===== src/shared/seb_defs.svh =====
// Purpose: Constants of the two-wire EEPROM bus target
// Assumes: Included by design files by bare name
// Notes:   Counts derive from times and the 50 MHz system clock
`ifndef SEB_DEFS_SVH
`define SEB_DEFS_SVH
// ****************************************
// Protocol constants
// ****************************************
`define SEB_DEV_TYPE      4'hA
`define SEB_BITS_PER_WORD 4'h8
`define SEB_PAGE_BYTES    128
`define SEB_PAGE_BITS     7
`define SEB_ADDR_BITS     16
// ****************************************
// Timing
// ****************************************
`define SEB_CLK_MHZ       50
`define SEB_WR_CYCLE_MS   5
// Longest time; the count is an exact product, so nothing rounds
`define SEB_WR_CYC_CYCLES (`SEB_WR_CYCLE_MS * 1000 * `SEB_CLK_MHZ)
// Bus pins reset to their idle high level, so no false edge follows reset
`define SEB_SYNC_RST      6'h03
`endif


===== src/shared/seb_pkg.sv =====
// Purpose: Types of the two-wire EEPROM bus target
// Assumes: Nothing
// Notes:   One-hot state codes written out
package seb_pkg;
	// ****************************************
	// Target state machine
	// ****************************************
	typedef enum logic [5:0] {
		SEB_IDLE   = 6'h01, // Standby, waits for a Start
		SEB_DEVADR = 6'h02, // Receives device address
		SEB_ADRHI  = 6'h04, // Receives upper word address
		SEB_ADRLO  = 6'h08, // Receives lower word address
		SEB_DATA   = 6'h10, // Receives page data
		SEB_WRCYC  = 6'h20  // Self-timed write cycle
	} seb_state_e;
endpackage : seb_pkg


===== src/design/seb_fifo.sv =====
// Purpose: Small valid/ready FIFO on the array write path
// Assumes: Single clock, asynchronous active-high reset
// Notes:   Depth must be a power of two
`timescale 1ns/1ns
module seb_fifo #(
	parameter int WIDTH = 24,
	parameter int DEPTH = 2
) (
	// Clock and reset
	input  wire logic             clk_sys_i,
	input  wire logic             rst_i,
	// Fill side
	input  wire logic             in_valid_i,
	output logic                  in_ready_o,
	input  wire logic [WIDTH-1:0] in_data_i,
	// Drain side
	output logic                  out_valid_o,
	input  wire logic             out_ready_i,
	output logic      [WIDTH-1:0] out_data_o
);
	localparam int AW = (DEPTH > 1) ? $clog2(DEPTH) : 1;
	// ****************************************
	// Parameter check
	// ****************************************
	if (DEPTH < 2 || (DEPTH & (DEPTH - 1)) != 0) begin : g_chk
		$error("seb_fifo depth must be a power of two");
	end
	logic [WIDTH-1:0] mem_ff [DEPTH]; // Storage
	logic [AW-1:0]    wr_ptr_ff;      // Fill pointer
	logic [AW-1:0]    rd_ptr_ff;      // Drain pointer
	logic [AW:0]      cnt_ff;         // Words held
	logic             push;
	logic             pop;
	// Full and empty from the count, never guessed
	assign in_ready_o  = (cnt_ff != (AW+1)'(DEPTH));
	assign out_valid_o = (cnt_ff != '0);
	assign out_data_o  = mem_ff[rd_ptr_ff];
	assign push        = in_valid_i && in_ready_o;
	assign pop         = out_valid_o && out_ready_i;
	// Storage write, no reset needed
	always_ff @(posedge clk_sys_i) begin
		if (push) begin
			mem_ff[wr_ptr_ff] <= in_data_i;
		end
	end
	// Pointers and count
	always_ff @(posedge clk_sys_i or posedge rst_i) begin
		if (rst_i) begin
			wr_ptr_ff <= '0;
			rd_ptr_ff <= '0;
			cnt_ff    <= '0;
		end else begin
			if (push) begin
				wr_ptr_ff <= wr_ptr_ff + 1'b1;
			end
			if (pop) begin
				rd_ptr_ff <= rd_ptr_ff + 1'b1;
			end
			// Simultaneous push and pop leave the count alone
			if (push && !pop) begin
				cnt_ff <= cnt_ff + 1'b1;
			end else if (pop && !push) begin
				cnt_ff <= cnt_ff - 1'b1;
			end
		end
	end
endmodule : seb_fifo


===== src/design/seb_target.sv =====
// Purpose: Two-wire bus target of a paged serial EEPROM (write side)
// Assumes: Bus clock far slower than clk_sys_i; pins synchronised here
// Notes:   Array itself lies outside; writes leave on mem_wr_* port
//
// Behaviour
// Data changes only while bus clock low
// Falling data with clock high starts
// Rising data with clock high stops
// Eight-bit words, acknowledge on ninth clock
// Standby at reset and after Stop
// Master recovers with nine clocks, Start, Stop
// Device address opens with fixed 1010
// Next three bits match select pins
// Eighth address bit: high read, low write
// Match acknowledges; mismatch returns to standby
// Two word-address bytes then data, acknowledged
// Stop after write starts timed cycle
// No acknowledge during internal write cycle
// Page write takes up to 128 bytes
// Only low seven address bits increment
// Excess bytes wrap and overwrite page buffer
// Polling acknowledged only after cycle ends
// Write protect high guards whole array
// Sample on rising, drive after falling
// 512 pages of 128 bytes, 16-bit address
// Write protect high inhibits every write
// After mismatch or Stop, wait for Start
`timescale 1ns/1ns
`include "seb_defs.svh"
module seb_target #(
	parameter int WR_CYC_CNT = `SEB_WR_CYC_CYCLES,
	parameter int BUF_DEPTH  = 2
) (
	// Clock and reset
	input  wire logic        clk_sys_i,
	input  wire logic        rst_i,
	// Two-wire bus pins
	input  wire logic        scl_i,
	input  wire logic        sda_i,
	output logic             sda_o,
	output logic             sda_oe_o,
	// Straps
	input  wire logic [2:0]  device_select_pins_i,
	input  wire logic        write_protect_i,
	// Array write port
	output logic             mem_wr_valid_o,
	input  wire logic        mem_wr_ready_i,
	output logic [15:0]      mem_wr_addr_o,
	output logic [7:0]       mem_wr_data_o,
	// Status
	output logic             standby_o,
	output logic             write_busy_o
);
	// ****************************************
	// Parameter check
	// ****************************************
	if (WR_CYC_CNT < 1) begin : g_chk
		$error("seb_target write cycle count must be positive");
	end
	localparam logic [31:0] WR_CNT = 32'(WR_CYC_CNT);

	// ****************************************
	// Pin synchronisers and edge finding
	// ****************************************
	logic [5:0] sync1_ff;  // First stage, read only by second
	logic [5:0] sync2_ff;  // Second stage, safe to use
	logic       scl_d_ff;  // Previous bus clock
	logic       sda_d_ff;  // Previous bus data
	logic       scl_s;     // Synchronised bus clock
	logic       sda_s;     // Synchronised bus data
	logic [2:0] sel_s;     // Synchronised select straps
	logic       wp_s;      // Synchronised write protect
	logic       scl_rise;
	logic       scl_fall;
	logic       start_det;
	logic       stop_det;
	// Two flops on every pin, straps included
	always_ff @(posedge clk_sys_i or posedge rst_i) begin
		if (rst_i) begin
			sync1_ff <= `SEB_SYNC_RST;
			sync2_ff <= `SEB_SYNC_RST;
		end else begin
			sync1_ff <= {write_protect_i, device_select_pins_i, sda_i, scl_i};
			sync2_ff <= sync1_ff;
		end
	end
	assign scl_s = sync2_ff[0];
	assign sda_s = sync2_ff[1];
	assign sel_s = sync2_ff[4:2];
	assign wp_s  = sync2_ff[5];
	// Delayed copies; idle bus reads high
	always_ff @(posedge clk_sys_i or posedge rst_i) begin
		if (rst_i) begin
			scl_d_ff <= 1'b1;
			sda_d_ff <= 1'b1;
		end else begin
			scl_d_ff <= scl_s;
			sda_d_ff <= sda_s;
		end
	end
	assign scl_rise  = scl_s && !scl_d_ff;
	assign scl_fall  = !scl_s && scl_d_ff;
	// Data moving under a high clock is framing, not data
	assign start_det = scl_s && scl_d_ff && sda_d_ff && !sda_s;
	assign stop_det  = scl_s && scl_d_ff && !sda_d_ff && sda_s;

	// ****************************************
	// Bit and byte reception
	// ****************************************
	seb_pkg::seb_state_e state_ff;
	logic [7:0]  shift_ff;  // Incoming word
	logic [3:0]  bit_cnt_ff; // Rising edges in this word
	logic        ack_ff;    // Drives the line low
	logic        word_done; // Falling edge after eighth bit
	logic        dev_match;
	logic [15:0] addr_ff;   // Word address
	logic [127:0] dirty_ff; // Page bytes waiting to be written
	logic        busy_done;
	assign word_done = scl_fall && (bit_cnt_ff == `SEB_BITS_PER_WORD);
	assign dev_match = (shift_ff[7:4] == `SEB_DEV_TYPE)
		&& (shift_ff[3:1] == sel_s);
	// Shift on rising edges; ninth rise is the acknowledge clock
	always_ff @(posedge clk_sys_i or posedge rst_i) begin
		if (rst_i) begin
			shift_ff   <= 8'h00;
			bit_cnt_ff <= 4'h0;
		end else if (state_ff == seb_pkg::SEB_WRCYC) begin
			// Inputs disabled while writing
			bit_cnt_ff <= 4'h0;
		end else if (start_det) begin
			bit_cnt_ff <= 4'h0;
		end else if (scl_rise) begin
			if (bit_cnt_ff < `SEB_BITS_PER_WORD) begin
				shift_ff   <= {shift_ff[6:0], sda_s};
				bit_cnt_ff <= bit_cnt_ff + 4'h1;
			end else begin
				bit_cnt_ff <= 4'h0;
			end
		end
	end

	// ****************************************
	// Acknowledge drive
	// ****************************************
	// Set and released on falling edges; otherwise only Start, Stop and the write cycle clear it
	always_ff @(posedge clk_sys_i or posedge rst_i) begin
		if (rst_i) begin
			ack_ff <= 1'b0;
		end else if (state_ff == seb_pkg::SEB_WRCYC) begin
			ack_ff <= 1'b0;
		end else if (stop_det || start_det) begin
			ack_ff <= 1'b0;
		end else if (word_done) begin
			case (state_ff)
				seb_pkg::SEB_DEVADR: ack_ff <= dev_match;
				seb_pkg::SEB_ADRHI,
				seb_pkg::SEB_ADRLO,
				seb_pkg::SEB_DATA:   ack_ff <= 1'b1;
				default:             ack_ff <= 1'b0;
			endcase
		end else if (scl_fall) begin
			// Release after the ninth clock
			ack_ff <= 1'b0;
		end
	end
	// Open drain: only ever pulls low
	assign sda_o    = 1'b0;
	assign sda_oe_o = ack_ff;

	// ****************************************
	// Control state machine
	// ****************************************
	always_ff @(posedge clk_sys_i or posedge rst_i) begin
		if (rst_i) begin
			state_ff <= seb_pkg::SEB_IDLE;
		end else begin
			case (state_ff)
				seb_pkg::SEB_WRCYC: begin
					// Starts and polls ignored until the cycle ends
					if (busy_done) begin
						state_ff <= seb_pkg::SEB_IDLE;
					end
				end
				default: begin
					if (start_det) begin
						state_ff <= seb_pkg::SEB_DEVADR;
					end else if (stop_det) begin
						if (state_ff == seb_pkg::SEB_DATA && dirty_ff != '0) begin
							state_ff <= seb_pkg::SEB_WRCYC;
						end else begin
							state_ff <= seb_pkg::SEB_IDLE;
						end
					end else if (word_done) begin
						case (state_ff)
							seb_pkg::SEB_DEVADR: begin
								// Read side is served elsewhere; writes go on
								if (dev_match && !shift_ff[0]) begin
									state_ff <= seb_pkg::SEB_ADRHI;
								end else begin
									state_ff <= seb_pkg::SEB_IDLE;
								end
							end
							seb_pkg::SEB_ADRHI: state_ff <= seb_pkg::SEB_ADRLO;
							seb_pkg::SEB_ADRLO: state_ff <= seb_pkg::SEB_DATA;
							default:            state_ff <= state_ff;
						endcase
					end
				end
			endcase
		end
	end

	// ****************************************
	// Word address
	// ****************************************
	always_ff @(posedge clk_sys_i or posedge rst_i) begin
		if (rst_i) begin
			addr_ff <= 16'h0000;
		end else if (word_done) begin
			case (state_ff)
				seb_pkg::SEB_ADRHI: addr_ff[15:8] <= shift_ff;
				seb_pkg::SEB_ADRLO: addr_ff[7:0]  <= shift_ff;
				seb_pkg::SEB_DATA: begin
					// Page row stays; wrap inside the page
					addr_ff[6:0] <= addr_ff[6:0] + 7'h01;
				end
				default: addr_ff <= addr_ff;
			endcase
		end
	end

	// ****************************************
	// Page buffer
	// ****************************************
	logic [7:0] page_mem_ff [`SEB_PAGE_BYTES]; // Bytes of one page
	logic [7:0] drain_idx_ff;               // Drain position, bit 7 ends
	logic       drain_step;
	logic       buf_in_valid;
	logic       buf_in_ready;
	logic       page_wr;
	assign page_wr = word_done && (state_ff == seb_pkg::SEB_DATA);
	// A wrapped byte simply overwrites the earlier one
	always_ff @(posedge clk_sys_i) begin
		if (page_wr) begin
			page_mem_ff[addr_ff[6:0]] <= shift_ff;
		end
	end
	// Marks which page bytes hold new data
	always_ff @(posedge clk_sys_i or posedge rst_i) begin
		if (rst_i) begin
			dirty_ff <= '0;
		end else if (start_det && state_ff != seb_pkg::SEB_WRCYC) begin
			// An unfinished page before a repeated Start is dropped
			dirty_ff <= '0;
		end else if (page_wr) begin
			dirty_ff[addr_ff[6:0]] <= 1'b1;
		end else if (drain_step && !drain_idx_ff[7]) begin
			dirty_ff[drain_idx_ff[6:0]] <= 1'b0;
		end
	end

	// ****************************************
	// Self-timed write cycle
	// ****************************************
	logic [31:0] wr_tmr_ff; // Cycles in the write cycle, held once it reaches WR_CNT
	logic        mem_valid;
	// Protected bytes are skipped, never offered to the array
	assign buf_in_valid = (state_ff == seb_pkg::SEB_WRCYC) && !drain_idx_ff[7]
		&& dirty_ff[drain_idx_ff[6:0]] && !wp_s;
	assign drain_step = (state_ff == seb_pkg::SEB_WRCYC) && !drain_idx_ff[7]
		&& (!dirty_ff[drain_idx_ff[6:0]] || wp_s || buf_in_ready);
	// Stall by the array holds the drain, so no word is lost
	always_ff @(posedge clk_sys_i or posedge rst_i) begin
		if (rst_i) begin
			drain_idx_ff <= 8'h00;
		end else if (state_ff != seb_pkg::SEB_WRCYC) begin
			drain_idx_ff <= 8'h00;
		end else if (drain_step) begin
			drain_idx_ff <= drain_idx_ff + 8'h01;
		end
	end
	// Cycle lasts the full time even when nothing is written
	always_ff @(posedge clk_sys_i or posedge rst_i) begin
		if (rst_i) begin
			wr_tmr_ff <= 32'h0000_0000;
		end else if (state_ff != seb_pkg::SEB_WRCYC) begin
			wr_tmr_ff <= 32'h0000_0000;
		end else if (wr_tmr_ff < WR_CNT) begin
			wr_tmr_ff <= wr_tmr_ff + 32'h0000_0001;
		end
	end
	// A stalled array can stretch the cycle past the nominal time
	assign busy_done = (wr_tmr_ff >= WR_CNT) && drain_idx_ff[7] && !mem_valid;

	seb_fifo #(
		.WIDTH (24),
		.DEPTH (BUF_DEPTH)
	) u_wr_buf (
		.clk_sys_i   (clk_sys_i),
		.rst_i       (rst_i),
		.in_valid_i  (buf_in_valid),
		.in_ready_o  (buf_in_ready),
		.in_data_i   ({addr_ff[15:7], drain_idx_ff[6:0],
		               page_mem_ff[drain_idx_ff[6:0]]}),
		.out_valid_o (mem_valid),
		.out_ready_i (mem_wr_ready_i),
		.out_data_o  ({mem_wr_addr_o, mem_wr_data_o})
	);
	assign mem_wr_valid_o = mem_valid;

	// ****************************************
	// Status
	// ****************************************
	assign standby_o    = (state_ff == seb_pkg::SEB_IDLE);
	assign write_busy_o = (state_ff == seb_pkg::SEB_WRCYC);

	// ****************************************
	// Assertions
	// ****************************************
	property p_ack_low;
		@(posedge clk_sys_i) disable iff (rst_i)
		sda_oe_o |-> !sda_o;
	endproperty
	a_ack_low: assert property (p_ack_low)
		else $error("Acknowledge drives a high level");
	property p_busy_quiet;
		@(posedge clk_sys_i) disable iff (rst_i)
		write_busy_o |=> !sda_oe_o;
	endproperty
	a_busy_quiet: assert property (p_busy_quiet)
		else $error("Acknowledge during write cycle");
	property p_mismatch;
		@(posedge clk_sys_i) disable iff (rst_i)
		(word_done && state_ff == seb_pkg::SEB_DEVADR && !dev_match && !start_det
			&& !stop_det) |=> (standby_o && !sda_oe_o);
	endproperty
	a_mismatch: assert property (p_mismatch)
		else $error("Mismatched address not refused");
	property p_start;
		@(posedge clk_sys_i) disable iff (rst_i)
		(start_det && !write_busy_o) |=> (state_ff == seb_pkg::SEB_DEVADR);
	endproperty
	a_start: assert property (p_start)
		else $error("Start not taken");
	property p_stop_idle;
		@(posedge clk_sys_i) disable iff (rst_i)
		(stop_det && !start_det && state_ff != seb_pkg::SEB_DATA && !write_busy_o)
			|=> standby_o;
	endproperty
	a_stop_idle: assert property (p_stop_idle)
		else $error("Stop did not reach standby");
	property p_wr_start;
		@(posedge clk_sys_i) disable iff (rst_i)
		(stop_det && !start_det && state_ff == seb_pkg::SEB_DATA && dirty_ff != '0)
			|=> write_busy_o [*8];
	endproperty
	a_wr_start: assert property (p_wr_start)
		else $error("Write cycle not held after Stop");
	property p_protect;
		@(posedge clk_sys_i) disable iff (rst_i)
		(wp_s && !mem_wr_valid_o) |=> !mem_wr_valid_o;
	endproperty
	a_protect: assert property (p_protect)
		else $error("Protected byte sent to array");
	property p_wrap;
		@(posedge clk_sys_i) disable iff (rst_i)
		(page_wr && !start_det && !stop_det) |=> (addr_ff[15:7] == $past(addr_ff[15:7])
			&& addr_ff[6:0] == $past(addr_ff[6:0]) + 7'h01);
	endproperty
	a_wrap: assert property (p_wrap)
		else $error("Page address did not wrap in page");
	property p_drive_low;
		@(posedge clk_sys_i) disable iff (rst_i)
		$changed(sda_oe_o) |-> !scl_s || start_det || stop_det || write_busy_o;
	endproperty
	a_drive_low: assert property (p_drive_low)
		else $error("Data line moved under high clock");
endmodule : seb_target


===== config.mk =====
export PLATFORM = sky130hd
export DESIGN_NAME = seb_target
export DESIGN_NICKNAME = d
export VERILOG_FILES = /design/src/shared/seb_pkg.sv /design/src/design/seb_fifo.sv /design/src/design/seb_target.sv
export VERILOG_INCLUDE_DIRS = /design/src /design/src/shared
export SDC_FILE = /design/constraint.sdc
export NUM_CORES = 2
export LEC_CHECK = 0
export ABC_AREA = 1
export BUFFER_PORTS_ARGS = -buffer_cell sky130_fd_sc_hd__buf_2
export CAP_MARGIN = 20
export CORE_MARGIN = 3
export CORE_UTILIZATION = 51
export CTS_CLUSTER_SIZE = 20
export DETAILED_ROUTE_END_ITERATION = 12
export GPL_ROUTABILITY_DRIVEN = 0
export GPL_TIMING_DRIVEN = 1
export PLACE_DENSITY_LB_ADDON = 0.08
export SLEW_MARGIN = 10
export SYNTH_ARGS = -nofsm -noshare
export SYNTH_HDL_FRONTEND = slang
export SYNTH_SLANG_ARGS = --single-unit

===== constraint.sdc =====
create_clock -name clk_sys_i -period 19.21 [get_ports clk_sys_i]
set_input_delay 3.842 -clock clk_sys_i [delete_from_list [all_inputs] [get_ports clk_sys_i]]
set_output_delay 3.842 -clock clk_sys_i [all_outputs]
set_load 0.05 [all_outputs]

==> flow_summary.json <==
{
  "status": "complete, no violations",
  "crit_top_cell": "nand2_1",
  "path_class": "reg2out",
  "end_kind": "output pin",
  "max_freq_mhz": 149,
  "synth_warnings": 0,
  "ys_types": 51,
  "dpl_cell_area_um2": 54500,
  "leakagePower_nw": 21.4,
  "synth_edf_count": 1072,
  "cp.arrival_ns": 2.85,
  "htree_levels": 4,
  "cts_sinks": 1293,
  "worstPathCellList": "clkinv_1 -> nand2_1 -> nand2_1 -> buf_2",
  "skew_ns": 0.0244,
  "drt-vias-per-instance": 5.95,
  "layout.cells.non_filler": 5996,
  "drt_wl_total_um": 157000,
  "fin_ws_ns": 12.52,
  "seq_area_frac_synth": 0.711,
  "path_delay_family": "buffers and inverters",
  "drc": 0,
  "slew-limit-headroom": 0.196,
  "num_rows": 117,
  "place_ws_ns": 12.89,
  "path_max_fanout": 25,
  "powerDensity_nw_per_um2": 106,
  "setup_tns_ns": 0,
  "syn_area_um2": 53000,
  "hold_class": "reg2reg",
  "insertion_delay_ns": 0.76,
  "post-route-min-period_ns": 6.69,
  "drv_slew": 0,
  "grt_pass1_wl_um": 230000,
  "areaGrowthSynthToFinish_pct": 11.1,
  "min_period_over_period": 0.348,
  "timing.hold.ws_ns": 0.343,
  "start_kind": "flop",
  "avgSynthCellArea_um2": 11.8,
  "grt_pass1_vias": 34170,
  "max_cap_violations": 0,
  "fillers": 8490,
  "drive_above_1_share": 0.0778,
  "drt_iter0_drc": 4067,
  "root_buffer": "clkbuf_16",
  "post-dp-hpwl_um": 91600,
  "synth_flop_cell": "edfxtp_1",
  "die_w_um": 328,
  "tightest_slew_ns": 1.21,
  "post_cts_buffers": 0,
  "synth_nets": 4521,
  "hold_buffers": 0,
  "clkTransAtPathRegs_ns": 0.06,
  "io-pin-count": 38,
  "drt_pass1_iterations": 6,
  "ir_drop_v": 0.0000792,
  "antenna_cells": 0,
  "clockBufferDepth": 3,
  "overflow": 0,
  "die-height_um": 328,
  "hold_viol_final": 0,
  "grt_start_max_net_pins": 146,
  "core_area_um2": 102000,
  "synth_seq_cells": 1293,
  "io_buffers": 36,
  "wl_per_cell_um": 26.1,
  "cts_tree": "yes",
  "numCtsBuffers": 138,
  "crit_path_top_delay_cell": "dfrtp_1",
  "netlist_instances": 4505,
  "nets": 4537,
  "setup_viol": 0,
  "async_flop_share": 0.171,
  "slowest_delay_ns": 0.84,
  "initial_core_util": 0.518,
  "dieArea_um2": 108000,
  "required_ns": 15.37,
  "grtUsageTotal": 0.291,
  "drtAntennaViolNets": 0,
  "cts_resized": 0,
  "cp.buffers_inverters": 2,
  "antenna_found_initial": 4,
  "vias": 35695,
  "grt_setup_unrepaired": "no",
  "dpl.cell_count": 5744,
  "stdcell_area_um2": 58900
}
-- sequential cells by signal (all words and copies together) (netlist names), 2 cells and up --
name and count:
sync1_ff 6, page_mem_ff 1024, addr_ff 16, state_ff 6
u_wr_buf.cnt_ff 2, shift_ff 8, bit_cnt_ff 4, dirty_ff 128
wr_tmr_ff 32, u_wr_buf.mem_ff 48, sync2_ff 6, drain_idx_ff 8
-- layout by cell type, fill, tap and decap left out, types with 21 or more instances in the layout --
master        n
a221oi_1    113
inv_1       320
nand2_1    1105
buf_2        36
o21ai_0     238
nand4_1     144
o21ai_1     118
buf_4        73
nor4_1       23
dfrtp_1     205
a22oi_1     127
nand3_1     222
edfxtp_1   1072
clkbuf_16   142
clkinv_2     21
nor2_1      337
clkinv_1     22
clkbuf_1     35
a21oi_1      32
-- metal layers --
| metal | vias to the layer above | track usage | wire length [um] |
|---|---|---|---|
| li1 | 16074 | - | - |
| met1 | 17682 | 0.409 | 65000 |
| met2 | 1615 | 0.450 | 72000 |
| met3 | 322 | 0.0570 | 13700 |
| met4 | 2 | 0.115 | 5960 |
| met5 | - | 0 | 13 |
-- synthesized netlist by cell type (3+ instances only) --
| library cell | instances | area share |
|---|---|---|
| edfxtp_1 | 1072 | 0.61 |
| a22oi_1 | 127 | 0.018 |
| nand2_1 | 1107 | 0.078 |
| buf_1 | 16 | 0.0011 |
| o211ai_1 | 15 | 0.0021 |
| buf_4 | 22 | 0.0031 |
| buf_6 | 9 | 0.0019 |
| or2_2 | 4 | 0.00047 |
| ha_1 | 7 | 0.0017 |
| nor4_1 | 23 | 0.0027 |
| inv_2 | 9 | 0.00064 |
| o21ai_0 | 238 | 0.022 |
| nand2_2 | 3 | 0.00035 |
| clkbuf_1 | 110 | 0.0078 |
| xor2_1 | 11 | 0.0018 |
| o21ai_1 | 118 | 0.011 |
| dfstp_2 | 7 | 0.0035 |
| o2111a_1 | 8 | 0.0017 |
| o22ai_1 | 3 | 0.00035 |
| nand4_1 | 144 | 0.017 |
| inv_1 | 321 | 0.023 |
| dfrtp_1 | 214 | 0.10 |
| a21boi_0 | 19 | 0.0027 |
| o2bb2ai_1 | 10 | 0.0017 |
| o2111ai_1 | 7 | 0.0012 |
| a21oi_1 | 32 | 0.0030 |
| xnor2_1 | 5 | 0.00083 |
| a31oi_1 | 4 | 0.00047 |
| a21boi_1 | 5 | 0.00071 |
| nor2_1 | 348 | 0.025 |
| a22o_1 | 13 | 0.0021 |
| nor3_1 | 20 | 0.0019 |
| o211a_1 | 15 | 0.0028 |
| a221oi_1 | 113 | 0.019 |
| a211oi_1 | 5 | 0.00071 |
| buf_2 | 82 | 0.0077 |
| nand3_1 | 222 | 0.021 |
-- worst register-to-register path, delay by kind of cell (launching register included) --
family / cells / cell delay, ns
and+or+nand+nor: 6 / 2.42
buffers and inverters: 4 / 2.18
DFF: 1 / 0.40
AOI/OAI and AO/OA: 1 / 0.21
-- report_power, final --
| group | total, W | switching (W) | internal (W) |
|---|---|---|---|
| sequential | 0.00329 | 0.0000750 | 0.00322 |
| combinational | 0.000347 | 0.000295 | 0.0000523 |
| clock | 0.00259 | 0.00109 | 0.00150 |
-- area by class of cell --
type	count	area, um2	area share
tap	1368	1710	0.0290
multi-input combinational	2641	13000	0.220
inverter	332	1260	0.0215
clock buffer	183	3770	0.0639
sequential	1293	37800	0.641
clock inverter	64	603	0.0102
timing repair buffer	115	847	0.0144
-- kinds of logic after synthesis --
kind of cell / Yosys count / synth area share
AOI/OAI and AO/OA: 738 / 0.0907
adders and majority gates: 7 / 0.00165
DFF: 1293 / 0.711
xor gates and xnor gates: 16 / 0.00264
and+or+nand+nor: 1879 / 0.148
other: 1 / 0.0000707
buffers and inverters: 571 / 0.0452
-- path summary, 6_finish.rpt --
check,start,end,slack [ns],cells after the start
min in group asynchronous,rst_i,dirty_ff[47],3.20,2
worst max-delay path,u_wr_buf.rd_ptr_ff,mem_wr_data_o[5],12.52,4
max in group asynchronous,rst_i,dirty_ff[101],13.79,4
worst min register to register,sync1_ff[2],sync2_ff[2],0.34,0
worst min-delay path,sync1_ff[2],sync2_ff[2],0.34,0
worst max register to register,state_ff[3],dirty_ff[88],13.82,11
-- through the flow --
stage | util | power, W
floorplan | - | 0.00356
global placement | 0.532 | 0.00369
detailed placement | 0.532 | 0.00370
CTS | 0.575 | 0.00627
global route | 0.575 | 0.00642
finish | 0.575 | 0.00623
(Power assumes the default switching activity.)
